`src/hw/sys_vectors_regs.vh`:
```
// register map, vector codes and event positions of the reset and nmi vector block
// What this block does
// - Three vector registers; each reads zero when its group has nothing pending.
// - Reset-cause vector at 019Eh; brownout is 02h and highest; 32h-3Eh reserved.
// - Reset-pin brownout reports 04h; software brownout sits one position lower.
// - Deep-sleep wakeup 08h, security violation 0Ah, high supply event 0Eh; 0Ch reserved.
// - Software power-on request reports 14h; 10h and 12h stay reserved.
// - Watchdog time-out reports 16h, watchdog password violation 18h.
// - Nvm password 1Ah, uncorrectable nvm error 1Ch, peripheral area fetch 1Eh.
// - Power management password 20h, protection unit 22h, clock system 24h.
// - Segment violations set to reset: ip 26h, info 28h, segments 1-3 to 2Eh.
// - Access time error (wait states too few) reports 30h.
// - System nmi vector at 019Ch; uncorrectable nvm error 04h; 02h, 06h reserved.
// - Segment nmi violations: ip 08h, info 0Ah, segment 1 0Ch, segment 3 10h.
// - Vacant memory access reports system nmi code 12h.
// - Mailbox incoming data reports 14h, outgoing buffer event 16h.
// - Correctable nvm error reports 18h; codes up to 1Eh reserved.
// - User nmi vector at 019Ah; nmi pin 02h highest, oscillator fault 04h.
// - Debug-port mailbox exchanges words between application and debug tool.
`ifndef SYS_VECTORS_REGS_VH
`define SYS_VECTORS_REGS_VH

// register byte addresses
`define ADDR_USER_NMI_VECTOR   16'h019A
`define ADDR_SYSTEM_NMI_VECTOR 16'h019C
`define ADDR_RESET_CAUSE_VECTOR 16'h019E
`define ADDR_MAILBOX_IN        16'h0190
`define ADDR_MAILBOX_OUT       16'h0192
`define ADDR_MAILBOX_STATUS    16'h0194

// widths and group sizes
`define REG_W                  16
`define RC_N                   24
`define SN_N                   12
`define UN_N                   2
`define ZERO16                 16'h0000

// reset-cause positions; code = 2 * (position + 1)
`define RC_BROWNOUT            0
`define RC_RESET_PIN           1
`define RC_SW_BROWNOUT         2
`define RC_SLEEP_WAKE          3
`define RC_SECURITY            4
`define RC_HIGH_SUPPLY         6
`define RC_SW_POWERON          9
`define RC_WDT_TIMEOUT         10
`define RC_WDT_PASSWORD        11
`define RC_NVM_PASSWORD        12
`define RC_NVM_UNCORR          13
`define RC_PERIPH_FETCH        14
`define RC_PMM_PASSWORD        15
`define RC_MPU_PASSWORD        16
`define RC_CS_PASSWORD         17
`define RC_SEG_BASE            18
`define RC_ACCESS_TIME         23

// system nmi positions
`define SN_NVM_UNCORR          1
`define SN_SEG_BASE            3
`define SN_VACANT              8
`define SN_MBOX_IN             9
`define SN_MBOX_OUT            10
`define SN_NVM_CORR            11

// user nmi positions
`define UN_NMI_PIN             0
`define UN_OSC_FAULT           1

// mailbox status bits
`define MB_IN_FULL             0
`define MB_OUT_FULL            1

`endif

```
`src/hw/priority_vector.v`:
```
// priority encoder turning a pending-flag set into an even vector code
`timescale 1ns/1ns
module priority_vector #(
    parameter N = 12
) (
    // pending flags, position 0 is highest priority
    input  wire [N-1:0] pend,
    // resulting code and the flag it names
    output reg  [15:0]  code,
    output reg  [N-1:0] hit
);
    integer i;
    always @* begin
        code = 16'h0000;
        hit  = {N{1'b0}};
        // walk from lowest priority up so the highest pending wins
        for (i = N - 1; i >= 0; i = i - 1) begin
            if (pend[i]) begin
                code = {i[14:0] + 15'h0001, 1'b0};
                hit  = {N{1'b0}};
                hit[i] = 1'b1;
            end
        end
    end
endmodule

```
`src/hw/system_reset_nmi_vectors.v`:
```
// reset-cause, system nmi and user nmi vector generators with debug mailbox
`timescale 1ns/1ns
`include "sys_vectors_regs.vh"
module system_reset_nmi_vectors (
    // clock and reset
    input  wire        sys_clk,
    input  wire        rst,
    // peripheral bus
    input  wire [15:0] per_addr,
    input  wire        per_rd,
    input  wire        per_wr,
    input  wire [15:0] per_wdata,
    output reg  [15:0] per_rdata_q,
    // brownout-class reset events
    input  wire        reset_pin_flag,
    input  wire        software_brownout_request,
    input  wire        deepest_sleep_mode,
    input  wire        security_violation,
    input  wire        high_supply_supervisor_flag,
    // power-on and power-up-clear reset events
    input  wire        software_poweron_request,
    input  wire        watchdog_timeout_flag,
    input  wire        watchdog_password,
    input  wire        nvm_controller_password,
    input  wire        peripheral_fetch,
    input  wire        power_mgmt_password,
    input  wire        protection_unit_password,
    input  wire        clock_system_password,
    input  wire        access_time_error_flag,
    // nonvolatile memory errors; only the uncorrectable one is routed by nvm_error_resets
    input  wire        nvm_uncorrectable,
    input  wire        nvm_correctable,
    input  wire        nvm_error_resets,
    // protection segment violations, routed by segment_resets
    input  wire        ip_segment_violation_flag,
    input  wire        info_segment_violation_flag,
    input  wire        segment_one_violation_flag,
    input  wire        segment_two_violation_flag,
    input  wire        segment_three_violation_flag,
    input  wire [4:0]  segment_resets,
    // other system nmi events
    input  wire        vacant_access_flag,
    // user nmi sources
    input  wire        nmi_pin,
    input  wire        oscillator_fault_flag,
    // debug-port side of the mailbox
    input  wire        dbg_in_wr,
    input  wire [15:0] dbg_in_data,
    input  wire        dbg_out_rd,
    output reg  [15:0] dbg_out_data_q,
    output reg         dbg_in_full_q,
    output reg         dbg_out_full_q
);

    // event flags
    reg  [`RC_N-1:0] rc_flag_q;
    reg  [`RC_N-1:0] rc_flag_d;
    reg  [`SN_N-1:0] sn_flag_q;
    reg  [`SN_N-1:0] sn_flag_d;
    reg  [`UN_N-1:0] un_flag_q;
    reg  [`UN_N-1:0] un_flag_d;

    // set and clear terms
    reg  [`RC_N-1:0] rc_set;
    reg  [`SN_N-1:0] sn_set;
    reg  [`UN_N-1:0] un_set;
    wire [`RC_N-1:0] rc_hit;
    wire [`SN_N-1:0] sn_hit;
    wire [`UN_N-1:0] un_hit;
    wire [15:0]      rc_code;
    wire [15:0]      sn_code;
    wire [15:0]      un_code;

    // nmi pin synchroniser and edge detect
    reg              nmi_meta_q;
    reg              nmi_sync_q;
    reg              nmi_prev_q;

    // mailbox storage
    reg  [15:0]      mb_in_data_q;
    reg              mb_out_drained;

    // bus decode
    wire             rd_rc;
    wire             rd_sn;
    wire             rd_un;
    wire             rd_mb_in;
    wire             rd_mb_st;
    wire             wr_mb_out;
    wire             mb_in_take;
    reg  [15:0]      rdata_d;

    assign rd_rc     = per_rd && (per_addr == `ADDR_RESET_CAUSE_VECTOR);
    assign rd_sn     = per_rd && (per_addr == `ADDR_SYSTEM_NMI_VECTOR);
    assign rd_un     = per_rd && (per_addr == `ADDR_USER_NMI_VECTOR);
    assign rd_mb_in  = per_rd && (per_addr == `ADDR_MAILBOX_IN);
    assign rd_mb_st  = per_rd && (per_addr == `ADDR_MAILBOX_STATUS);
    // writes to the three vector addresses decode to nothing at all
    assign wr_mb_out = per_wr && (per_addr == `ADDR_MAILBOX_OUT);
    assign mb_in_take = rd_mb_in && dbg_in_full_q;

    // priority encoders; position zero is the highest priority
    priority_vector #(
        .N    (`RC_N)
    ) u_rc_prio (
        .pend (rc_flag_q),
        .code (rc_code),
        .hit  (rc_hit)
    );

    priority_vector #(
        .N    (`SN_N)
    ) u_sn_prio (
        .pend (sn_flag_q),
        .code (sn_code),
        .hit  (sn_hit)
    );

    priority_vector #(
        .N    (`UN_N)
    ) u_un_prio (
        .pend (un_flag_q),
        .code (un_code),
        .hit  (un_hit)
    );

    // reset-cause event mapping; unlisted positions 5, 7 and 8 stay zero as reserved codes; position 0 is set only by reset
    always @* begin
        rc_set = {`RC_N{1'b0}};
        rc_set[`RC_RESET_PIN]    = reset_pin_flag;
        rc_set[`RC_SW_BROWNOUT]  = software_brownout_request;
        rc_set[`RC_SLEEP_WAKE]   = deepest_sleep_mode;
        rc_set[`RC_SECURITY]     = security_violation;
        rc_set[`RC_HIGH_SUPPLY]  = high_supply_supervisor_flag;
        rc_set[`RC_SW_POWERON]   = software_poweron_request;
        rc_set[`RC_WDT_TIMEOUT]  = watchdog_timeout_flag;
        rc_set[`RC_WDT_PASSWORD] = watchdog_password;
        rc_set[`RC_NVM_PASSWORD] = nvm_controller_password;
        rc_set[`RC_NVM_UNCORR]   = nvm_uncorrectable && nvm_error_resets;
        rc_set[`RC_PERIPH_FETCH] = peripheral_fetch;
        rc_set[`RC_PMM_PASSWORD] = power_mgmt_password;
        rc_set[`RC_MPU_PASSWORD] = protection_unit_password;
        rc_set[`RC_CS_PASSWORD]  = clock_system_password;
        // segments ip, info, 1, 2, 3 occupy consecutive positions
        rc_set[`RC_SEG_BASE+0]   = ip_segment_violation_flag && segment_resets[0];
        rc_set[`RC_SEG_BASE+1]   = info_segment_violation_flag && segment_resets[1];
        rc_set[`RC_SEG_BASE+2]   = segment_one_violation_flag && segment_resets[2];
        rc_set[`RC_SEG_BASE+3]   = segment_two_violation_flag && segment_resets[3];
        rc_set[`RC_SEG_BASE+4]   = segment_three_violation_flag && segment_resets[4];
        rc_set[`RC_ACCESS_TIME]  = access_time_error_flag;
    end

    // system nmi event mapping; positions 0 and 2 are reserved
    always @* begin
        sn_set = {`SN_N{1'b0}};
        sn_set[`SN_NVM_UNCORR] = nvm_uncorrectable && !nvm_error_resets;
        // a violation set to reset is not also reported as an nmi
        sn_set[`SN_SEG_BASE+0] = ip_segment_violation_flag && !segment_resets[0];
        sn_set[`SN_SEG_BASE+1] = info_segment_violation_flag && !segment_resets[1];
        sn_set[`SN_SEG_BASE+2] = segment_one_violation_flag && !segment_resets[2];
        sn_set[`SN_SEG_BASE+3] = segment_two_violation_flag && !segment_resets[3];
        sn_set[`SN_SEG_BASE+4] = segment_three_violation_flag && !segment_resets[4];
        sn_set[`SN_VACANT]     = vacant_access_flag;
        sn_set[`SN_MBOX_IN]    = dbg_in_wr;
        sn_set[`SN_MBOX_OUT]   = mb_out_drained;
        sn_set[`SN_NVM_CORR]   = nvm_correctable;
    end

    // user nmi event mapping
    always @* begin
        un_set = {`UN_N{1'b0}};
        un_set[`UN_NMI_PIN]   = nmi_sync_q && !nmi_prev_q;
        // a fault still present re-raises the flag after it is read
        un_set[`UN_OSC_FAULT] = oscillator_fault_flag;
    end

    // a read clears only the flag it reported; a same-cycle set wins
    always @* begin
        rc_flag_d = (rc_flag_q & ~(rd_rc ? rc_hit : {`RC_N{1'b0}})) | rc_set;
        sn_flag_d = (sn_flag_q & ~(rd_sn ? sn_hit : {`SN_N{1'b0}})) | sn_set;
        un_flag_d = (un_flag_q & ~(rd_un ? un_hit : {`UN_N{1'b0}})) | un_set;
    end

    // reset is itself a brownout, so that flag comes up set
    always @(posedge sys_clk or posedge rst) begin
        if (rst) begin
            rc_flag_q <= {{(`RC_N-1){1'b0}}, 1'b1};
            sn_flag_q <= {`SN_N{1'b0}};
            un_flag_q <= {`UN_N{1'b0}};
        end else begin
            rc_flag_q <= rc_flag_d;
            sn_flag_q <= sn_flag_d;
            un_flag_q <= un_flag_d;
        end
    end

    // nmi pin is asynchronous; the edge is taken from the second and third stages
    always @(posedge sys_clk or posedge rst) begin
        if (rst) begin
            nmi_meta_q <= 1'b0;
            nmi_sync_q <= 1'b0;
            nmi_prev_q <= 1'b0;
        end else begin
            nmi_meta_q <= nmi_pin;
            nmi_sync_q <= nmi_meta_q;
            nmi_prev_q <= nmi_sync_q;
        end
    end

    // incoming mailbox word; a new debug write overwrites an unread word
    always @(posedge sys_clk or posedge rst) begin
        if (rst) begin
            mb_in_data_q  <= `ZERO16;
            dbg_in_full_q <= 1'b0;
        end else begin
            if (dbg_in_wr) begin
                mb_in_data_q  <= dbg_in_data;
                dbg_in_full_q <= 1'b1;
            end else if (mb_in_take) begin
                dbg_in_full_q <= 1'b0;
            end
        end
    end

    // outgoing mailbox word; drained by the debug tool
    always @(posedge sys_clk or posedge rst) begin
        if (rst) begin
            dbg_out_data_q <= `ZERO16;
            dbg_out_full_q <= 1'b0;
            mb_out_drained <= 1'b0;
        end else begin
            mb_out_drained <= dbg_out_rd && dbg_out_full_q && !wr_mb_out;
            if (wr_mb_out) begin
                dbg_out_data_q <= per_wdata;
                dbg_out_full_q <= 1'b1;
            end else if (dbg_out_rd) begin
                dbg_out_full_q <= 1'b0;
            end
        end
    end

    // read mux; unmapped or idle reads return zero
    always @* begin
        rdata_d = `ZERO16;
        if (rd_rc) begin
            rdata_d = rc_code;
        end else if (rd_sn) begin
            rdata_d = sn_code;
        end else if (rd_un) begin
            rdata_d = un_code;
        end else if (rd_mb_in) begin
            rdata_d = mb_in_data_q;
        end else if (rd_mb_st) begin
            rdata_d = `ZERO16;
            rdata_d[`MB_IN_FULL]  = dbg_in_full_q;
            rdata_d[`MB_OUT_FULL] = dbg_out_full_q;
        end
    end

    always @(posedge sys_clk or posedge rst) begin
        if (rst) begin
            per_rdata_q <= `ZERO16;
        end else begin
            per_rdata_q <= rdata_d;
        end
    end

endmodule

```
`config.mk`:
```
export PLATFORM = sky130hd
export DESIGN_NAME = system_reset_nmi_vectors
export DESIGN_NICKNAME = d
export VERILOG_FILES = /design/src/hw/priority_vector.v /design/src/hw/system_reset_nmi_vectors.v
export VERILOG_INCLUDE_DIRS = /design/src /design/src/hw
export SDC_FILE = /design/constraint.sdc
export NUM_CORES = 1
export LEC_CHECK = 0
export ABC_AREA = 1
export BUFFER_PORTS_ARGS = -buffer_cell sky130_fd_sc_hd__buf_2
export CAP_MARGIN = 10
export CORE_UTILIZATION = 52
export CTS_BUF_LIST = sky130_fd_sc_hd__clkbuf_16
export DETAILED_ROUTE_END_ITERATION = 10
export PLACE_DENSITY = 0.82
export SLEW_MARGIN = 0
export SYNTH_ARGS = -nofsm -noshare
export SYNTH_HDL_FRONTEND = slang
export SYNTH_SLANG_ARGS = --single-unit
```
`constraint.sdc`:
```
create_clock -name sys_clk -period 4.3 [get_ports sys_clk]
set_input_delay 1.075 -clock sys_clk [delete_from_list [all_inputs] [get_ports sys_clk]]
set_output_delay 1.075 -clock sys_clk [all_outputs]
set_load 0.02 [all_outputs]
```
==> results summary <==
The worst register-to-register path ends at rc_flag_q[16]$_DFF_PP0_. The maximum resistive drop on vdd came out at 0.205 mV. The net count of the finished layout is 670. The standard cell core area came out at 7730 µm². In the post-route analysis, the smallest setup slack over all paths is 1.70 ns. The area used by multi-input combinational logic came out at 1470 µm². The worst reg2reg path depth came out at 11.

The starting utilization of the core area is 0.536. The total detailed-routing wirelength came out at 9860 µm. The number of antenna diodes in the final layout is 0. Counting stages on the worst path, the most repeated cell is sky130_fd_sc_hd__nor2_2.

The number of distinct library cells after synthesis is 34. The endpoint kind of the worst setup timing path is a flip-flop. The floorplan step set the die height to 91.2 µm. In this run, synthesis inferred 0 flip-flops with an integrated enable.

The number of global-route vias before repair is 3638. The signal on the critical path passes through buf_2 -> nor2_2 -> nand3_2 -> nor4_4 -> nand4_1 -> nor2_1 -> inv_2 -> nor2_4 -> nand2_2 -> nor2_2 -> nand3_1 -> nor4_1 -> o21bai_1. The biggest area contributor in the post-synthesis netlist is sky130_fd_sc_hd__dfrtp_1. The critical path is of the in -> reg type. The ratio of total power to cell area is 341 nW/µm². Sorting the synthesized cells by how often they occur yields sky130_fd_sc_hd__dfrtp_1 (91), sky130_fd_sc_hd__inv_1 (88), sky130_fd_sc_hd__nand2_1 (81). The number of slew-limit violations in the final report is 0.

The final critical-path required period came out at 2.60 ns. The floorplan die area came out at 8320 µm². The sequential cell area is 2300 µm². The number of cell rows is 32. The final setup skew came out at 0.00721 ns.

The number of hold buffers added after CTS was 0. The number of instances in the synthesized netlist is 461. The reg-to-reg startpoint is rc_flag_q[3]$_DFF_PP0_. Data arrives at the worst endpoint at 2.82 ns.

The total power is 1750 µW. The via total after detailed routing came out at 3525. The run finished with clean final reports. In the post-synthesis netlist, the biggest area contributors are sky130_fd_sc_hd__dfrtp_1 (55%), sky130_fd_sc_hd__inv_1 (8.0%), sky130_fd_sc_hd__nand2_1 (7.3%), sky130_fd_sc_hd__nor2_1 (4.7%), sky130_fd_sc_hd__mux2_2 (4.4%). The filler cells instantiated in the layout total 633. After detailed routing, the average wire length per cell comes to 14.2 µm.

The number of input and output port buffers inserted is 117. The relative max-transition margin is 0.534. The share of synthesized registers carrying an async set or reset is 1.00.

The total negative slack is 0 ns. The endpoint with the worst hold slack is nmi_sync_q$_DFF_PP0_. Using the TritonRoute via totals, the vias-per-cell ratio works out to 5.09. The last weighted congestion value of the routability-driven placer is 0.902. The Yosys warning count is 0.

The cell area after technology mapping came out at 4140 µm². The register area share after synthesis came out at 0.556. The total congestion overflow after global routing came out at 0. The final number of setup-violating endpoints is 0. In the routed design, unresolved DRC markers number 0. The global-route wire length before repair is 17100 µm. The clock latency on the worst-skew pair is 0.34 ns. The remaining antenna violation count is 0. The number of gates resized after cts is 0. The ratio of final minimum period to clock period is 0.604. The max-cap check violation count is 0. The number of H-tree levels is 3. In this run the worst hold path is classified as reg -> reg.

STA classifies the critical path startpoint as an input pin. The synthesis-stage register bit count is 92. For this run, the detailed router's first-pass iteration total came to 4.

Static timing analysis puts the maximum clock frequency at 385 MHz. The number of antenna violations at the first check in global routing came out at 0. The detailed router finished its first iteration with 161 violations.

The clock net sink count is 92. The growth of design area from synthesis to finish came out at 24.2%. The most instantiated flip-flop cell in the synthesis netlist is sky130_fd_sc_hd__dfrtp_1. In this run the worst path has a maximum fanout of 6.

Clock-pin slew was measured on the worst setup and hold paths at 0.07 ns. The share of final-layout standard cells stronger than drive strength 1 came out at 0.291. The register-to-register setup slack is 2.12 ns.

TritonCTS built the clock tree. Summed over all nets, the half-perimeter wirelength after detailed placement is 7560 µm. The slowest stage of the critical path belongs to the cell sky130_fd_sc_hd__nor2_1. Among all cell types in the netlist, the one instantiated most often is sky130_fd_sc_hd__dfrtp_1. The aggregate global-route resource usage is 0.263.

The number of hold violations in the final report is 0. 118 I/O pins were placed. The die extent in x is 91.2 µm. The utilization of the core after routing came out at 0.666.

The worst hold path was traced through 0 stages. The startpoint identified for the worst hold timing path is nmi_meta_q$_DFF_PP0_. In this run the post-CTS setup repair buffer count came out at 0.

A synthesized cell averages 8.98 µm². The transition time at the pin with the least slew margin is 0.698 ns. The worst endpoint required time is 4.53 ns. For this run, the slowest stage of the critical path takes 0.20 ns.

The share of synthesized area in the top cell type comes to 0.550. The count of non-filler cells in the finished layout is 693. Setup repair after global routing left no endpoint under its margin. The number of nets in the synthesized netlist came out at 545. Including well taps, the total number of placed cells is 677. Clock tree synthesis inserted a total of 9 buffers.

The clock tree buffer depth came out at 2. The post-place setup slack came out at 1.35 ns. The cell sitting at the root of the clock tree is a sky130_fd_sc_hd__clkbuf_16.

The pin count of the biggest net entering global routing is 41. The static leakage is 0.00271 µW.
==> worst max-delay path: cells and delay by family <==
family | cells | cell delay [ns]
AOI/OAI and AO/OA | 1 | 0.09
buffers and inverters | 2 | 0.21
and+or+nand+nor | 10 | 1.44
==> cell families after synthesis <==
group | Yosys count | share of synthesized area
AND/OR/NAND/NOR | 181 | 0.204
buffers and inverters | 97 | 0.0879
flip-flops | 92 | 0.556
AO/OA/AOI/OAI | 75 | 0.108
multiplexers | 16 | 0.0435
==> routing by layer <==
layer / global-route usage / part of all wire
met1: 0.351 / 0.44
met2: 0.442 / 0.50
met3: 0.0385 / 0.047
met4: 0.0899 / 0.0094
met5: 0 / 0
==> per-stage QoR <==
| step | cell area, µm² | hold slack (ns) |
|---|---|---|
| finish | 5140 | 0.368 |
| global route | 5140 | 0.384 |
| CTS | 5140 | 0.363 |
| detailed placement | 4850 | 0.348 |
| global placement | 4850 | 0.339 |
| floorplan | 4140 | 0.331 |
==> flip-flops by register name (all words and copies together), names as in the netlist <==
signal,flops
rc_flag_q,24
dbg_out_data_q,16
mb_in_data_q,16
per_rdata_q,16
sn_flag_q,12
un_flag_q,2
dbg_in_full_q,1
dbg_out_full_q,1
mb_out_drained,1
nmi_meta_q,1
nmi_prev_q,1
nmi_sync_q,1
==> placed cells by master, fill, tap and decap left out, types with 2 or more instances in the layout <==
| master | count |
|---|---|
| sky130_fd_sc_hd__a211oi_1 | 2 |
| sky130_fd_sc_hd__a21o_1 | 4 |
| sky130_fd_sc_hd__a21oi_1 | 11 |
| sky130_fd_sc_hd__buf_2 | 117 |
| sky130_fd_sc_hd__buf_4 | 2 |
| sky130_fd_sc_hd__clkbuf_16 | 9 |
| sky130_fd_sc_hd__clkinv_4 | 2 |
| sky130_fd_sc_hd__dfrtp_1 | 91 |
| sky130_fd_sc_hd__inv_1 | 87 |
| sky130_fd_sc_hd__inv_2 | 4 |
| sky130_fd_sc_hd__inv_8 | 3 |
| sky130_fd_sc_hd__mux2_2 | 16 |
| sky130_fd_sc_hd__nand2_1 | 81 |
| sky130_fd_sc_hd__nand2_2 | 2 |
| sky130_fd_sc_hd__nand3_1 | 8 |
| sky130_fd_sc_hd__nand3_2 | 2 |
| sky130_fd_sc_hd__nand3b_1 | 2 |
| sky130_fd_sc_hd__nand4_1 | 6 |
| sky130_fd_sc_hd__nor2_1 | 52 |
| sky130_fd_sc_hd__nor2_2 | 4 |
| sky130_fd_sc_hd__nor2_4 | 4 |
| sky130_fd_sc_hd__nor3_1 | 7 |
| sky130_fd_sc_hd__nor4_1 | 8 |
| sky130_fd_sc_hd__o21ai_0 | 32 |
| sky130_fd_sc_hd__o21ai_1 | 3 |
| sky130_fd_sc_hd__o21bai_1 | 13 |
| sky130_fd_sc_hd__o221ai_1 | 2 |
| sky130_fd_sc_hd__o22ai_1 | 3 |
| sky130_fd_sc_hd__o31ai_1 | 2 |
==> power by group <==
group	internal, µW	switching, µW
clock network	408	366
logic	39.7	54.5
registers	880	4.93
total	1330	426
==> area by class of cell <==
cell class                 instances  share of cell area
inverter                          92              0.0674
timing repair buffer             119               0.117
sequential                        92               0.448
multi-input combinational        272               0.286
clock inverter                     7              0.0131
clock buffer                       9              0.0438
tap                              102              0.0248
==> worst max path at each step <==
stage	depth (start not counted)	end	from
after floorplan	1	dbg_in_full_q$_DFFE_PP0P_	rst
after global placement	13	rc_flag_q[15]$_DFF_PP0_	per_addr[11]
after detailed placement	13	rc_flag_q[15]$_DFF_PP0_	per_addr[11]
after CTS	13	rc_flag_q[15]$_DFF_PP0_	per_addr[11]
after global routing	14	sn_flag_q[10]$_DFF_PP0_	per_addr[11]
final	13	rc_flag_q[15]$_DFF_PP0_	per_addr[11]
(Power assumes the default switching activity.)
